## src/inc/smt_pkg.sv

```systemverilog
/*
 * Shared constants and carrier types of the signal measurement timer.
 * Assumes a 32-bit APB register port and byte addresses below 0x20.
 */
`default_nettype none
package smt_pkg;
    // ------------------------------------------------------------
    // Register map
    // ------------------------------------------------------------
    localparam int unsigned CNT_W      = 24;
    localparam int unsigned ADDR_W     = 8;
    localparam logic [7:0]  OFS_CTRL0  = 8'h00;
    localparam logic [7:0]  OFS_CTRL1  = 8'h04;
    localparam logic [7:0]  OFS_STAT   = 8'h08;
    localparam logic [7:0]  OFS_CLKSEL = 8'h0C;
    localparam logic [7:0]  OFS_COUNT  = 8'h10;
    localparam logic [7:0]  OFS_PERIOD = 8'h14;
    localparam logic [7:0]  OFS_PWLAT  = 8'h18;
    localparam logic [7:0]  OFS_PRLAT  = 8'h1C;
    // ------------------------------------------------------------
    // Field positions
    // ------------------------------------------------------------
    localparam int unsigned STAT_CLR   = 0;
    localparam int unsigned STAT_PWUP  = 1;
    localparam int unsigned STAT_PRUP  = 2;
    localparam int unsigned STAT_SIG   = 5;
    localparam int unsigned STAT_WIN   = 6;
    localparam int unsigned STAT_RUNST = 7;
    // ------------------------------------------------------------
    // Reset values and constants
    // ------------------------------------------------------------
    localparam logic [23:0] PERIOD_RST = 24'hFFFFFF;
    localparam logic [23:0] MASK_FULL  = 24'hFFFFFF;
    localparam logic [23:0] MASK_HALF  = 24'h00FFFF;
    localparam logic [23:0] CNT_ONE    = 24'h000001;
    localparam logic [1:0]  SYS_DIV4   = 2'h3;
    localparam logic [2:0]  SRC_SYS    = 3'h0;
    localparam logic [2:0]  SRC_SYS4   = 3'h1;
    localparam logic [2:0]  SRC_FAST   = 3'h2;
    localparam logic [2:0]  SRC_SLOW   = 3'h3;
    localparam logic [2:0]  SRC_MED    = 3'h4;
    localparam logic [3:0]  MODE_LAST  = 4'hA;
    // ------------------------------------------------------------
    // Types
    // ------------------------------------------------------------
    typedef enum logic [3:0] {
        M_TIMER = 4'h0, M_GATED = 4'h1, M_PDUTY = 4'h2, M_HILO = 4'h3,
        M_WIN   = 4'h4, M_GWIN  = 4'h5, M_TOF   = 4'h6, M_CAPT = 4'h7,
        M_CNT   = 4'h8, M_GCNT  = 4'h9, M_WCNT  = 4'hA
    } smt_mode_type;
    // Control word 0: bit 7 enable, 5 halt, 4..2 polarities, 1..0 prescale
    typedef struct packed {
        logic       en;
        logic       unused6;
        logic       halt;
        logic       win_pol;
        logic       sig_pol;
        logic       clk_pol;
        logic [1:0] prescale;
    } smt_ctrl_type;
    // Control word 1: bit 7 run, 6 repeat, 5 width16, 3..0 mode
    typedef struct packed {
        logic       run;
        logic       rep;
        logic       width16;
        logic       unused4;
        logic [3:0] mode;
    } smt_run_type;
endpackage
`default_nettype wire

```

## src/hw/smt_core.sv

```systemverilog
/*
 * Signal measurement timer: 24-bit counter, two measurement latches,
 * period match and acquisition events, APB register slave.
 * Assumes pins and oscillator inputs are asynchronous to core_clk_i and
 * that oscillator inputs run well below half the 10 MHz core clock.
 */
// How it works
// RULE_01 - 24-bit counter, software reads and writes it as three bytes
// RULE_02 - Optional 16-bit counting width instead of 24 bits
// RULE_03 - Three-bit field picks one of five counting clock sources
// RULE_04 - Two-bit prescaler; prescaled clock drives counter and sampling
// RULE_05 - Counter equal to match value rolls to zero, match event raised
// RULE_06 - Clear request bit forces counter to zero
// RULE_07 - Software touches counter only while run request is zero; the code also accepts counter writes while run is set
// RULE_08 - Width latch takes counter on mode trigger or software request
// RULE_09 - Period latch takes counter on mode trigger or software request
// RULE_10 - Halt keeps counter at match; match held until clear or write; the code clears it on a counter write only while run is zero
// RULE_11 - Window, signal and clock each have an inverting polarity bit
// RULE_12 - Window status shows corrected window level while running
// RULE_13 - Signal status shows corrected signal level while running
// RULE_14 - Run status follows run request after sampling delay
// RULE_15 - Single mode stops and clears run request after one acquisition
// RULE_16 - Four-bit mode field decodes eleven modes, rest reserved
// RULE_17 - Timer modes run on prescaled clock, counter modes on signal
// RULE_18 - Timer mode counts while running, no acquisitions
// RULE_19 - Gated timer counts while signal active, width latch on fall
// RULE_20 - Every latch update by acquisition raises an acquisition event
// RULE_21 - Disable resets measurement state and drops clock request
// RULE_22 - At match counter holds under halt, else returns to zero
// RULE_23 - Reserved modes leave counter and latches unchanged, no events
`timescale 1ns/10ps
`default_nettype none
module smt_core #(
    parameter int unsigned SYNC_STAGES = 2
) (
    input  wire logic        core_clk_i,
    input  wire logic        rst_i,
    input  wire logic        psel_i,
    input  wire logic        penable_i,
    input  wire logic        pwrite_i,
    input  wire logic [7:0]  paddr_i,
    input  wire logic [31:0] pwdata_i,
    input  wire logic [3:0]  pstrb_i,
    output logic      [31:0] prdata_o,
    output logic             pready_o,
    output logic             pslverr_o,
    input  wire logic        measured_signal_i,
    input  wire logic        window_input_i,
    input  wire logic        fast_internal_osc_i,
    input  wire logic        slow_internal_osc_i,
    input  wire logic        medium_internal_osc_i,
    output logic             period_match_o,
    output logic             pw_acq_o,
    output logic             pr_acq_o,
    output logic             clock_request_o
);
    // ------------------------------------------------------------
    // Registers and wires
    // ------------------------------------------------------------
    smt_pkg::smt_ctrl_type ctrl_r;
    smt_pkg::smt_run_type  run_r;
    logic [2:0]  clk_src_r;
    logic [23:0] cnt_r, per_r, pw_r, pr_r, cnt_wr, mask, cnt_nxt;
    logic [4:0]  pin_w;
    logic [4:0]  s1_r [SYNC_STAGES];
    logic [4:0]  sy;
    logic        src_prev_r, sig_prev_r, win_prev_r, run_status_r;
    logic [1:0]  div4_r;
    logic [2:0]  presc_r, presc_term;
    logic        src_lvl, src_pulse, tick, cntmode, reserved, ev_en;
    logic        sig_n, win_n, sig_rise, sig_fall, win_rise, win_fall;
    logic        gate, pw_t, pr_t, rs_t, done_t, step, match, match_ev;
    logic        pw_hit, pr_hit, rs_hit, wr, rd_setup;
    logic        wr_cnt, wr_ctrl1, sw_clr, sw_pwup, sw_prup;
    logic [31:0] rd_val;
    logic        err_val;

    // ------------------------------------------------------------
    // Pin synchronisers
    // ------------------------------------------------------------
    assign pin_w = {medium_internal_osc_i, slow_internal_osc_i,
                    fast_internal_osc_i, window_input_i, measured_signal_i};
    genvar g;
    generate
        for (g = 0; g < SYNC_STAGES; g++) begin : g_sync
            always_ff @(posedge core_clk_i or posedge rst_i) begin
                if (rst_i) begin
                    s1_r[g] <= 5'h00;
                end else begin
                    s1_r[g] <= (g == 0) ? pin_w : s1_r[(g == 0) ? 0 : g-1];
                end
            end
        end
    endgenerate
    assign sy = s1_r[SYNC_STAGES-1];

    // ------------------------------------------------------------
    // Clock source and prescaler
    // ------------------------------------------------------------
    always_comb begin
        case (clk_src_r) // RULE_03
            smt_pkg::SRC_FAST: src_lvl = sy[2] ^ ctrl_r.clk_pol; // RULE_11
            smt_pkg::SRC_SLOW: src_lvl = sy[3] ^ ctrl_r.clk_pol;
            smt_pkg::SRC_MED:  src_lvl = sy[4] ^ ctrl_r.clk_pol;
            default:           src_lvl = 1'b0;
        endcase
        if (clk_src_r == smt_pkg::SRC_SYS) begin
            src_pulse = 1'b1;
        end else if (clk_src_r == smt_pkg::SRC_SYS4) begin
            src_pulse = (div4_r == smt_pkg::SYS_DIV4);
        end else begin
            src_pulse = src_lvl & ~src_prev_r;
        end
        case (ctrl_r.prescale) // RULE_04
            2'h0:    presc_term = 3'h0;
            2'h1:    presc_term = 3'h1;
            2'h2:    presc_term = 3'h3;
            default: presc_term = 3'h7;
        endcase
    end
    assign tick = ctrl_r.en & src_pulse & (presc_r == presc_term); // RULE_04

    always_ff @(posedge core_clk_i or posedge rst_i) begin
        if (rst_i) begin
            src_prev_r <= 1'b0;
            div4_r     <= 2'h0;
            presc_r    <= 3'h0;
        end else begin
            src_prev_r <= src_lvl;
            div4_r     <= div4_r + 2'h1;
            if (!ctrl_r.en) begin
                presc_r <= 3'h0; // RULE_21
            end else if (src_pulse) begin
                presc_r <= tick ? 3'h0 : presc_r + 3'h1;
            end
        end
    end

    // ------------------------------------------------------------
    // Input sampling and edges
    // ------------------------------------------------------------
    // Counter modes see every core cycle; the others only sample on ticks
    assign cntmode  = run_r.mode[3]; // RULE_17
    assign reserved = (run_r.mode > smt_pkg::MODE_LAST); // RULE_16
    assign ev_en    = cntmode ? ctrl_r.en : tick; // RULE_17
    assign sig_n    = sy[0] ^ ctrl_r.sig_pol; // RULE_11
    assign win_n    = sy[1] ^ ctrl_r.win_pol; // RULE_11
    assign sig_rise = ev_en & sig_n & ~sig_prev_r;
    assign sig_fall = ev_en & ~sig_n & sig_prev_r;
    assign win_rise = ev_en & win_n & ~win_prev_r;
    assign win_fall = ev_en & ~win_n & win_prev_r;

    always_ff @(posedge core_clk_i or posedge rst_i) begin
        if (rst_i) begin
            sig_prev_r   <= 1'b0;
            win_prev_r   <= 1'b0;
            run_status_r <= 1'b0;
        end else if (!ctrl_r.en) begin
            sig_prev_r   <= 1'b0; // RULE_21
            win_prev_r   <= 1'b0;
            run_status_r <= 1'b0;
        end else if (ev_en) begin
            sig_prev_r   <= sig_n;
            win_prev_r   <= win_n;
            run_status_r <= run_r.run; // RULE_14
        end
    end

    // ------------------------------------------------------------
    // Mode decode
    // ------------------------------------------------------------
    always_comb begin
        gate   = 1'b1;
        pw_t   = 1'b0;
        pr_t   = 1'b0;
        rs_t   = 1'b0;
        done_t = 1'b0;
        case (run_r.mode) // RULE_16
            smt_pkg::M_TIMER: gate = 1'b1; // RULE_18
            smt_pkg::M_GATED: begin
                gate   = sig_n; // RULE_19
                pw_t   = sig_fall; // RULE_19
                done_t = sig_fall;
            end
            smt_pkg::M_PDUTY: begin
                pw_t   = sig_fall;
                pr_t   = sig_rise;
                rs_t   = sig_rise;
                done_t = sig_rise;
            end
            smt_pkg::M_HILO: begin
                pw_t   = sig_fall;
                pr_t   = sig_rise;
                rs_t   = sig_rise | sig_fall;
                done_t = sig_rise;
            end
            smt_pkg::M_WIN: begin
                pr_t   = win_rise;
                rs_t   = win_rise;
                done_t = win_rise;
            end
            smt_pkg::M_GWIN: begin
                gate   = sig_n;
                pr_t   = win_rise;
                rs_t   = win_rise;
                done_t = win_rise;
            end
            smt_pkg::M_TOF: begin
                pr_t   = sig_rise;
                pw_t   = win_rise;
                rs_t   = sig_rise | win_rise;
                done_t = sig_rise;
            end
            smt_pkg::M_CAPT: begin
                pr_t   = win_rise;
                pw_t   = win_fall;
                done_t = win_rise | win_fall;
            end
            smt_pkg::M_CNT: begin
                pw_t   = win_fall;
                done_t = win_fall;
            end
            smt_pkg::M_GCNT: begin
                gate   = win_n;
                pw_t   = win_fall;
                done_t = win_fall;
            end
            smt_pkg::M_WCNT: begin
                gate   = win_n;
                pw_t   = win_fall;
                pr_t   = win_rise;
                done_t = win_fall;
            end
            default: gate = 1'b0; // RULE_23
        endcase
    end
    // Reserved codes fall to the default arm, so no trigger can fire
    assign step   = run_status_r & gate & (cntmode ? sig_rise : tick);
    assign pw_hit = run_status_r & pw_t; // RULE_20
    assign pr_hit = run_status_r & pr_t; // RULE_20
    assign rs_hit = run_status_r & rs_t;
    assign mask   = run_r.width16 ? smt_pkg::MASK_HALF
                                  : smt_pkg::MASK_FULL; // RULE_02
    assign match    = ((cnt_r & mask) == (per_r & mask));
    assign match_ev = step & match; // RULE_05

    // ------------------------------------------------------------
    // APB slave
    // ------------------------------------------------------------
    assign wr       = psel_i & penable_i & pwrite_i & pready_o;
    assign rd_setup = psel_i & ~penable_i;
    assign wr_cnt   = wr & (paddr_i == smt_pkg::OFS_COUNT);
    assign wr_ctrl1 = wr & (paddr_i == smt_pkg::OFS_CTRL1) & pstrb_i[0];
    assign sw_clr   = wr & (paddr_i == smt_pkg::OFS_STAT) & pstrb_i[0]
                      & pwdata_i[smt_pkg::STAT_CLR];
    assign sw_pwup  = wr & (paddr_i == smt_pkg::OFS_STAT) & pstrb_i[0]
                      & pwdata_i[smt_pkg::STAT_PWUP];
    assign sw_prup  = wr & (paddr_i == smt_pkg::OFS_STAT) & pstrb_i[0]
                      & pwdata_i[smt_pkg::STAT_PRUP];

    generate
        for (g = 0; g < 3; g++) begin : g_bytes
            assign cnt_wr[8*g +: 8] = pstrb_i[g] ? pwdata_i[8*g +: 8]
                                                 : cnt_r[8*g +: 8]; // RULE_01
        end
    endgenerate

    always_comb begin
        rd_val  = 32'h00000000;
        err_val = 1'b0;
        if (paddr_i == smt_pkg::OFS_CTRL0) begin
            rd_val[7:0] = ctrl_r;
        end else if (paddr_i == smt_pkg::OFS_CTRL1) begin
            rd_val[7:0] = run_r;
        end else if (paddr_i == smt_pkg::OFS_STAT) begin
            rd_val[smt_pkg::STAT_RUNST] = run_status_r; // RULE_14
            rd_val[smt_pkg::STAT_WIN]   = run_status_r & win_n; // RULE_12
            rd_val[smt_pkg::STAT_SIG]   = run_status_r & sig_n; // RULE_13
        end else if (paddr_i == smt_pkg::OFS_CLKSEL) begin
            rd_val[2:0] = clk_src_r;
        end else if (paddr_i == smt_pkg::OFS_COUNT) begin
            rd_val[23:0] = cnt_r; // RULE_01
        end else if (paddr_i == smt_pkg::OFS_PERIOD) begin
            rd_val[23:0] = per_r;
        end else if (paddr_i == smt_pkg::OFS_PWLAT) begin
            rd_val[23:0] = pw_r;
        end else if (paddr_i == smt_pkg::OFS_PRLAT) begin
            rd_val[23:0] = pr_r;
        end else begin
            err_val = 1'b1;
        end
    end

    // One wait-free access phase: ready rises the cycle after setup
    always_ff @(posedge core_clk_i or posedge rst_i) begin
        if (rst_i) begin
            pready_o  <= 1'b0;
            pslverr_o <= 1'b0;
            prdata_o  <= 32'h00000000;
        end else begin
            pready_o  <= rd_setup;
            pslverr_o <= rd_setup & err_val;
            if (rd_setup && !pwrite_i) begin
                prdata_o <= rd_val;
            end
        end
    end

    always_ff @(posedge core_clk_i or posedge rst_i) begin
        if (rst_i) begin
            ctrl_r    <= '0;
            clk_src_r <= 3'h0;
            per_r     <= smt_pkg::PERIOD_RST;
        end else if (wr) begin
            if (paddr_i == smt_pkg::OFS_CTRL0 && pstrb_i[0]) begin
                ctrl_r <= {pwdata_i[7], 1'b0, pwdata_i[5:0]};
            end
            if (paddr_i == smt_pkg::OFS_CLKSEL && pstrb_i[0]) begin
                clk_src_r <= pwdata_i[2:0]; // RULE_03
            end
            if (paddr_i == smt_pkg::OFS_PERIOD) begin
                per_r <= {pstrb_i[2] ? pwdata_i[23:16] : per_r[23:16],
                          pstrb_i[1] ? pwdata_i[15:8]  : per_r[15:8],
                          pstrb_i[0] ? pwdata_i[7:0]   : per_r[7:0]};
            end
        end
    end

    // ------------------------------------------------------------
    // Run request
    // ------------------------------------------------------------
    // A software write wins over the completion clear in the same cycle
    always_ff @(posedge core_clk_i or posedge rst_i) begin
        if (rst_i) begin
            run_r <= '0;
        end else if (wr_ctrl1) begin
            run_r <= {pwdata_i[7:5], 1'b0, pwdata_i[3:0]};
        end else if (!ctrl_r.en) begin
            run_r.run <= 1'b0; // RULE_21
        end else if (run_status_r && done_t && !run_r.rep) begin
            run_r.run <= 1'b0; // RULE_15
        end
    end

    // ------------------------------------------------------------
    // Counter and latches
    // ------------------------------------------------------------
    always_comb begin
        if (!ctrl_r.en || sw_clr) begin
            cnt_nxt = 24'h000000; // RULE_06 RULE_21
        end else if (wr_cnt) begin
            cnt_nxt = cnt_wr & mask; // RULE_07
        end else if (rs_hit) begin
            cnt_nxt = smt_pkg::CNT_ONE;
        end else if (match_ev) begin
            cnt_nxt = ctrl_r.halt ? cnt_r : 24'h000000; // RULE_05 RULE_22
        end else if (step) begin
            cnt_nxt = (cnt_r + 24'h000001) & mask; // RULE_18
        end else begin
            cnt_nxt = cnt_r; // RULE_23
        end
    end

    always_ff @(posedge core_clk_i or posedge rst_i) begin
        if (rst_i) begin
            cnt_r <= 24'h000000;
        end else begin
            cnt_r <= cnt_nxt;
        end
    end

    always_ff @(posedge core_clk_i or posedge rst_i) begin
        if (rst_i) begin
            pw_r <= 24'h000000;
            pr_r <= 24'h000000;
        end else begin
            if (pw_hit || sw_pwup) begin
                pw_r <= cnt_r; // RULE_08
            end
            if (pr_hit || sw_prup) begin
                pr_r <= cnt_r; // RULE_09
            end
        end
    end

    // ------------------------------------------------------------
    // Events
    // ------------------------------------------------------------
    // Without halt the match flag is a pulse; with halt it is held
    always_ff @(posedge core_clk_i or posedge rst_i) begin
        if (rst_i) begin
            period_match_o  <= 1'b0;
            pw_acq_o        <= 1'b0;
            pr_acq_o        <= 1'b0;
            clock_request_o <= 1'b0;
        end else begin
            if (match_ev) begin
                period_match_o <= 1'b1; // RULE_05
            end else if (!ctrl_r.en || sw_clr || (wr_cnt && !run_r.run)) begin
                period_match_o <= 1'b0; // RULE_10
            end else if (!ctrl_r.halt) begin
                period_match_o <= 1'b0;
            end
            pw_acq_o        <= pw_hit; // RULE_20
            pr_acq_o        <= pr_hit; // RULE_20
            clock_request_o <= ctrl_r.en; // RULE_21
        end
    end
endmodule
`default_nettype wire

```

## config.mk

```make
export PLATFORM = sky130hd
export DESIGN_NAME = smt_core
export DESIGN_NICKNAME = d
export VERILOG_FILES = /design/src/inc/smt_pkg.sv /design/src/hw/smt_core.sv
export SDC_FILE = /design/constraint.sdc
export NUM_CORES = 1
export LEC_CHECK = 0
export BUFFER_PORTS_ARGS = -buffer_cell sky130_fd_sc_hd__buf_2
export CAP_MARGIN = 20
export CORE_ASPECT_RATIO = 0.8
export CORE_MARGIN = 3
export CORE_UTILIZATION = 30
export DETAILED_ROUTE_END_ITERATION = 12
export PLACE_DENSITY_LB_ADDON = 0.2
export SETUP_SLACK_MARGIN = 0.2
export SYNTH_ARGS = -nofsm -noshare
export SYNTH_HDL_FRONTEND = slang
export SYNTH_SLANG_ARGS = --single-unit
```

## constraint.sdc

```tcl
create_clock -name core_clk_i -period 9.03 [get_ports core_clk_i]
set_input_delay 1.3545 -clock core_clk_i [delete_from_list [all_inputs] [get_ports core_clk_i]]
set_output_delay 1.3545 -clock core_clk_i [all_outputs]
set_load 0.02 [all_outputs]
```

Word level (Yosys, flattened, before mapping)
Cells that the tools add are included.

Flip-flop bits (word level): 162. Bits of input ports: 54. Output and inout bits: 38. Word-level logic and storage cells: 207.

Add/subtract/negate cells: 3. Equal/unequal tests: 31. Multiplexer cells: 57. Bitwise logic cells: 50. Reduce and logical (&&, ||, !) cells: 34.

Operators with widths (count): 2-to-1 mux 24 bit (11); bitwise AND 24 bit (4); 2-to-1 mux 16 bit (3); 2-to-1 mux 8 bit (5); bitwise AND 1 bit (32); equality test 8 x 5 -> 1 bit (second input constant) (4); adder 24 x 1 -> 24 bit (second input constant) (1); equality test 24 bit (1); 2-to-1 mux 1 bit (24); 2-to-1 mux 21 bit (1); equality test 4 x 3 -> 1 bit (second input constant) (4); equality test 8 x 4 -> 1 bit (second input constant) (2); 2-to-1 mux 3 bit (5); equality test 4 bit (second input constant) (3); case mux 1 bit (3 select lines) (3); case mux 3 bit (3 select lines) (1); AND reduction 3 bit (3); OR reduction 3 bit (3); equality test 4 x 2 -> 1 bit (second input constant) (2); equality test 8 x 3 -> 1 bit (second input constant) (1); zero test 8 bit (1); OR reduction 4 bit (2); OR reduction 7 bit (1); equality test 3 x 2 -> 1 bit (second input constant) (2); 27 further kinds (56).

Logic depth before layout (Yosys ltp)
Word-level depth: 17. Gate-level depth with buffers: 11. Gate-level depth less buffers: 8.

Worst setup path after synthesis
Ideal clock, no wire load.

Path type: in2reg. Start point: in paddr_i[7]. End point: reg ctrl_r[0] in the netlist's numbering. Library setup time: 125 ps. Data arrival time: 3425 ps. Data required time: 8905 ps. Setup slack: 5480 ps. Cell stages on the path: 8. Buffers on the path: 2. Path through: nor4_1 > nand2b_1 > or3_1 > clkbuf_1 > or2_2 > clkbuf_1 > nor2_1 > mux2_2.

Word-level cells in the longest chain between the ends: 3.

Ends and longest elaborated chain: from (decl) (line smt_core.sv:41) `input wire logic [7:0] paddr_i,`; zero test 8 bit (line smt_core.sv:315) `if (paddr_i == smt_pkg::OFS_CTRL0 && pstrb_i[0]) begin`; logical AND 1 bit (line smt_core.sv:315); AND reduction 2 bit (no line); to (signal assigned) (line smt_core.sv:316) `ctrl_r <= {pwdata_i[7], 1'b0, pwdata_i[5:0]};`; to (decl) (line smt_core.sv:60) `smt_pkg::smt_ctrl_type ctrl_r;`.

Every way passes these cells. A chain may end at the register's enable or synchronous reset.

Final worst setup path
Start point: in paddr_i[7]. End point: reg cnt_r[5].

Word-level cells in the longest chain between the ends: 7. Elaborated cells between the ends (all ways): 12. Those cells by class: 3 x eq/ne; 2 x mux; 4 x bitwise; 3 x reduce/logical.

Ends and longest elaborated chain: equality test 8 x 4 -> 1 bit (line smt_core.sv:254) `assign sw_clr = wr & (paddr_i == smt_pkg::OFS_STAT) & pstrb_i[0]`; bitwise AND 1 bit (2 in a row) (line smt_core.sv:254); bitwise AND 1 bit (line smt_core.sv:255) `& pwdata_i[smt_pkg::STAT_CLR];`; logical OR 1 bit (line smt_core.sv:349) `if (!ctrl_r.en || sw_clr) begin`; != test 5 x 2 -> 1 bit (no line) or nonzero test 5 bit (tied branches); AND reduction 2 bit (no line); to (signal assigned) (line smt_core.sv:368) `cnt_r <= cnt_nxt;`; to (decl) (line smt_core.sv:63) `logic [23:0] cnt_r, per_r, pw_r, pr_r, cnt_wr, mask, cnt_nxt;`.

Several ways; a longest one is shown, not always the timed one.

==> impl_summary.md <==
Synth
Counting flops and latches in the post-synthesis netlist gives 162. Counting flops with an async set or reset pin after synthesis yields a share of 100%. Yosys mapped a number of flops with a built-in enable equal to 0. By area the synthesized netlist is led by sky130_fd_sc_hd__dfrtp_1 40%, sky130_fd_sc_hd__mux2_2 8.7%, sky130_fd_sc_hd__dfstp_2 7.3%. Summing the areas of all compound-gate instances in the mapped netlist gives 13.2% of the synthesized area.

Yosys printed 0 warnings. In the synthesized netlist, the number of instances is 789. The post-synthesis cell area is 8680 µm². The cell taking the most area after synthesis is sky130_fd_sc_hd__dfrtp_1. The adder-cell area share of the yosys netlist is 0.432%. The share of the Yosys chip area taken by registers is 47.0%. The synthesized netlist contains 76 unique library cells.

The area share of the largest cell type after synthesis is 39.8%. Among all flip-flop cells after synthesis, the most frequent one is sky130_fd_sc_hd__dfrtp_1. After synthesis, the largest family of logic cells by area is multiplexers.

Each instance of the synthesized netlist takes up on average 11.0 µm². The post-synthesis share of cell area spent on xor and xnor gates is 3.73%. The fraction of the mapped netlist area in simple logic gates is 12.6%. Multiplexer cells account for 18.3% of the synthesized area.

Placement
The total half-perimeter wirelength after legalization and detailed placement is 17400 µm. Buffers placed on the I/O ports in this run total 74. The placer congestion estimate is 0.859.

Run
Max-cap violations in this run came to 0.

Critical path
The critical path goes through buf_2 > nor4_1 > nand2b_1 > nor3_1 > a31oi_1 > o21ai_1 > a21o_1 > o22ai_1. In this run the worst path has a maximum fanout of 11. In this run the critical register-to-register path is launched from clk_src_r[2]. The setup path with the least slack is of type primary input to register. The data arrival time at the worst-slack endpoint is 4.32 ns.

The required time of the worst setup path is 9.34 ns. The setup check on the worst reg-to-reg path leaves a slack of 5.67 ns. Counting both buffers and inverters, the worst setup path holds a total of 1. STA classifies the critical path endpoint as a register. For this design, the slowest cell found on the critical path is sky130_fd_sc_hd__nor3_1. The category of cells accounting for the largest share of critical-path delay is simple AND/OR/NAND/NOR gates. The element type at the critical path start is a primary input.

For the worst flop-to-flop path, the logic depth is 8. The largest stage delay on the critical path is 0.65 ns. The worst register-to-register path ends at cnt_r[15].

Drt
The post-detailed-route DRC marker count is 0. The number of detailed-routing iterations run before antenna repair is 5. The mean number of vias per cell is 5.21. The detailed-route via count is 6330. The post-detailed-route wirelength per cell is 20.1 µm. Summed over all layers, the routed wires come to 24500 µm. The first routing iteration left 395 violations. The count of nets left with antenna violations once routing finished came out at 0.

Timing
At the pin with the least slew margin, the transition time is 1.07 ns. The count of final hold-check violations came to 0. The final max-slew violation count was 0. The final total negative setup slack is 0 ns.

Setup violations remaining at the end of the flow were counted as 0. Across all hold checks on the routed design, the worst slack comes to 0.349 ns. The fmax is 0.249 GHz. Setup repair after global routing left no endpoint under its margin. The clock period could shrink to 4.01 ns. Headroom to the max-slew limit came out at 28.9%.

The share of the clock period used by the worst path is 44.4%. Across the routed clock network, the largest skew measured is 0.0146 ns.

Global route
The total global routing overflow is 0. In the global route stage, overall resource usage came out at 16.0%. Entering global routing, the biggest net connects 62 pins. The number of global-route vias before repair is 6073.

The first global-routing pass estimated 37900 µm of wire. The initial antenna violation count is 1.

Final layout
The library cell used most frequently in the layout, excluding fill and tap cells, is sky130_fd_sc_hd__dfrtp_1. In the final design database the tool counted 889 nets. Of the cells placed in the final design, the portion with a size suffix greater than 1 is 30.4%. The filler cells instantiated in the layout total 2885. The multi-input gate area in the final layout is 4230 µm². The area added between synthesis and finish is 14.3%. The top cell types in the final layout, fill and taps aside, are 138 x sky130_fd_sc_hd__dfrtp_1, 74 x sky130_fd_sc_hd__buf_2, 67 x sky130_fd_sc_hd__mux2_2. Registers take 4080 µm².

Clock tree
Clock tree synthesis selected as its root buffer the cell sky130_fd_sc_hd__clkbuf_16. The tree built by TritonCTS fans out to 162 sinks. Counting along the longest clock path gives a buffer depth of 2.

The depth of the CTS H-tree is 4. The clock reaches the later pin of the worst-skew pair after 0.44 ns. Buffers added to address setup during post-CTS repair amount to 0.

The total of cells resized after clock tree synthesis is 0. The number of clock buffers added by TritonCTS is 17. After clock tree synthesis, the clock-pin slew on the worst setup and hold paths is 0.07 ns. The CTS tree is built. Hold repair after CTS inserted 0 buffers.

Power and ir drop
The internal power contribution is 1.20 mW. Of the total power, combinational logic draws 7.4%. The power dissipated by switching net loads is 429 µW. Per report_power, the clock group accounts for 46.6% of the total. The highest ir drop seen on vdd is 0.112 mV.

The part of the total power dissipated in sequential elements is 46.0%. The power density over cell area is 164 nW/µm². Of the total power, the share spent switching nets is 26.4%. The leakage component of the power is 4.46 nW.

Floorplan
The die boundary width is 196 µm. The count of pins on the block boundary is 92. The floorplan step defined a die boundary enclosing 31000 µm². The total area inside the core boundary comes to 28400 µm². The number of cell rows is 55.

For this configuration, the core starts out at a cell density of 30.5%. Measured along the y axis, the die boundary spans 158 µm.

Min path
The path with the worst hold slack has its endpoint at sy[2]. The worst min-delay path class is register to register. Along the worst hold path, the cell count comes to 0. The worst hold path begins at s1_r[7].

Status
The flow ran to the end, and the final reports show no timing, DRC or antenna violations.
-- cell type report --
class                           count  area share, %
Antenna cell                        1         0.0252
Clock buffer                       17           4.29
Clock inverter                     15           1.84
Inverter                           23          0.920
Multi-Input combinational cell    544           42.6
Sequential cell                   162           41.1
Tap cell                          370           4.66
Timing Repair Buffer               84           4.49
-- through the flow --
stage          cells  worst slack [ns]  instance area, µm²  utilization, %  power, mW
6_report        1216              5.02                9920            34.9       1.63
3_5_place_dp    1183              4.64                9310            32.8      0.882
5_1_grt         1216              4.82                9920            34.9       1.70
3_3_place_gp    1183              4.67                9310            32.8      0.882
2_1_floorplan    796              3.34                8710               -      0.840
4_1_cts         1215              5.09                9920            34.9       1.65
-- cell families after synthesis --
family | after synthesis
fa+ha+maj | 3
buf+inv | 90
simple gates | 218
flops | 162
compound gates | 160
mux | 118
xor+xnor | 37
other cells | 1
-- worst max path at each step --
| stage | from | endpoint | slack (ns) | cells after the start |
|---|---|---|---|---|
| after floorplan | rst_i | clk_src_r[0] | 3.34 | 1 |
| after global placement | paddr_i[7] | ctrl_r[3] | 4.67 | 7 |
| after detailed placement | paddr_i[7] | ctrl_r[5] | 4.64 | 7 |
| after CTS | paddr_i[7] | ctrl_r[5] | 5.09 | 7 |
| after global routing | paddr_i[7] | cnt_r[5] | 4.82 | 8 |
| final | paddr_i[7] | cnt_r[5] | 5.02 | 8 |
-- registers in the layout (all words and copies together), names as in the netlist, 2 cells and up --
register   flops
presc_r        3
cnt_r         24
div4_r         2
per_r         24
pr_r          24
ctrl_r         7
pw_r          24
run_r          6
sy             5
clk_src_r      3
prdata_o      24
s1_r           5
-- Yosys cell counts, types with 7 or more instances --
cell / instances
sky130_fd_sc_hd__mux4_2: 24
sky130_fd_sc_hd__dfstp_2: 24
sky130_fd_sc_hd__mux2_2: 67
sky130_fd_sc_hd__nor4_1: 11
sky130_fd_sc_hd__dfrtp_1: 138
sky130_fd_sc_hd__clkbuf_1: 42
sky130_fd_sc_hd__buf_4: 8
sky130_fd_sc_hd__a21oi_1: 34
sky130_fd_sc_hd__a22o_1: 12
sky130_fd_sc_hd__nor2b_1: 7
sky130_fd_sc_hd__a22oi_1: 7
sky130_fd_sc_hd__nand2_1: 53
sky130_fd_sc_hd__mux2i_1: 7
sky130_fd_sc_hd__nor2_1: 49
sky130_fd_sc_hd__mux2_1: 20
sky130_fd_sc_hd__o21ai_1: 8
sky130_fd_sc_hd__o21ai_0: 33
sky130_fd_sc_hd__o22ai_1: 12
sky130_fd_sc_hd__xor2_1: 26
sky130_fd_sc_hd__nor3_1: 15
sky130_fd_sc_hd__nand3_1: 37
sky130_fd_sc_hd__inv_1: 23
sky130_fd_sc_hd__buf_1: 7
sky130_fd_sc_hd__xnor2_1: 11
-- worst register-to-register path, cell delays in order (launching register included) --
cell                        delay, ns
sky130_fd_sc_hd__dfrtp_1         0.50
sky130_fd_sc_hd__and3b_1         0.25
sky130_fd_sc_hd__a211oi_2        0.39
sky130_fd_sc_hd__and4_1          0.39
sky130_fd_sc_hd__o311ai_4        0.18
sky130_fd_sc_hd__a2111oi_4       0.66
sky130_fd_sc_hd__nor2_2          0.37
sky130_fd_sc_hd__a22o_1          0.30
sky130_fd_sc_hd__a22o_1          0.22
-- power groups by stage --
| stage | logic, mW | clock network, mW | registers (mW) |
|---|---|---|---|
| 2_1_floorplan | 0.0828 | 0 | 0.757 |
| 3_3_place_gp | 0.121 | 0 | 0.760 |
| 3_5_place_dp | 0.121 | 0 | 0.761 |
| 4_1_cts | 0.122 | 0.780 | 0.747 |
| 5_1_grt | 0.134 | 0.812 | 0.749 |
| 6_report | 0.120 | 0.758 | 0.748 |
-- per-layer routing --
metal,vias up,part of all wire [%],track usage [%]
met2,161,42,22.4
met3,13,4.5,3.32
met5,-,0,0
met1,3197,53,25.2
met4,0,0.83,3.70
li1,2959,-,-
Note: power is estimated with default switching activity, not from simulation.
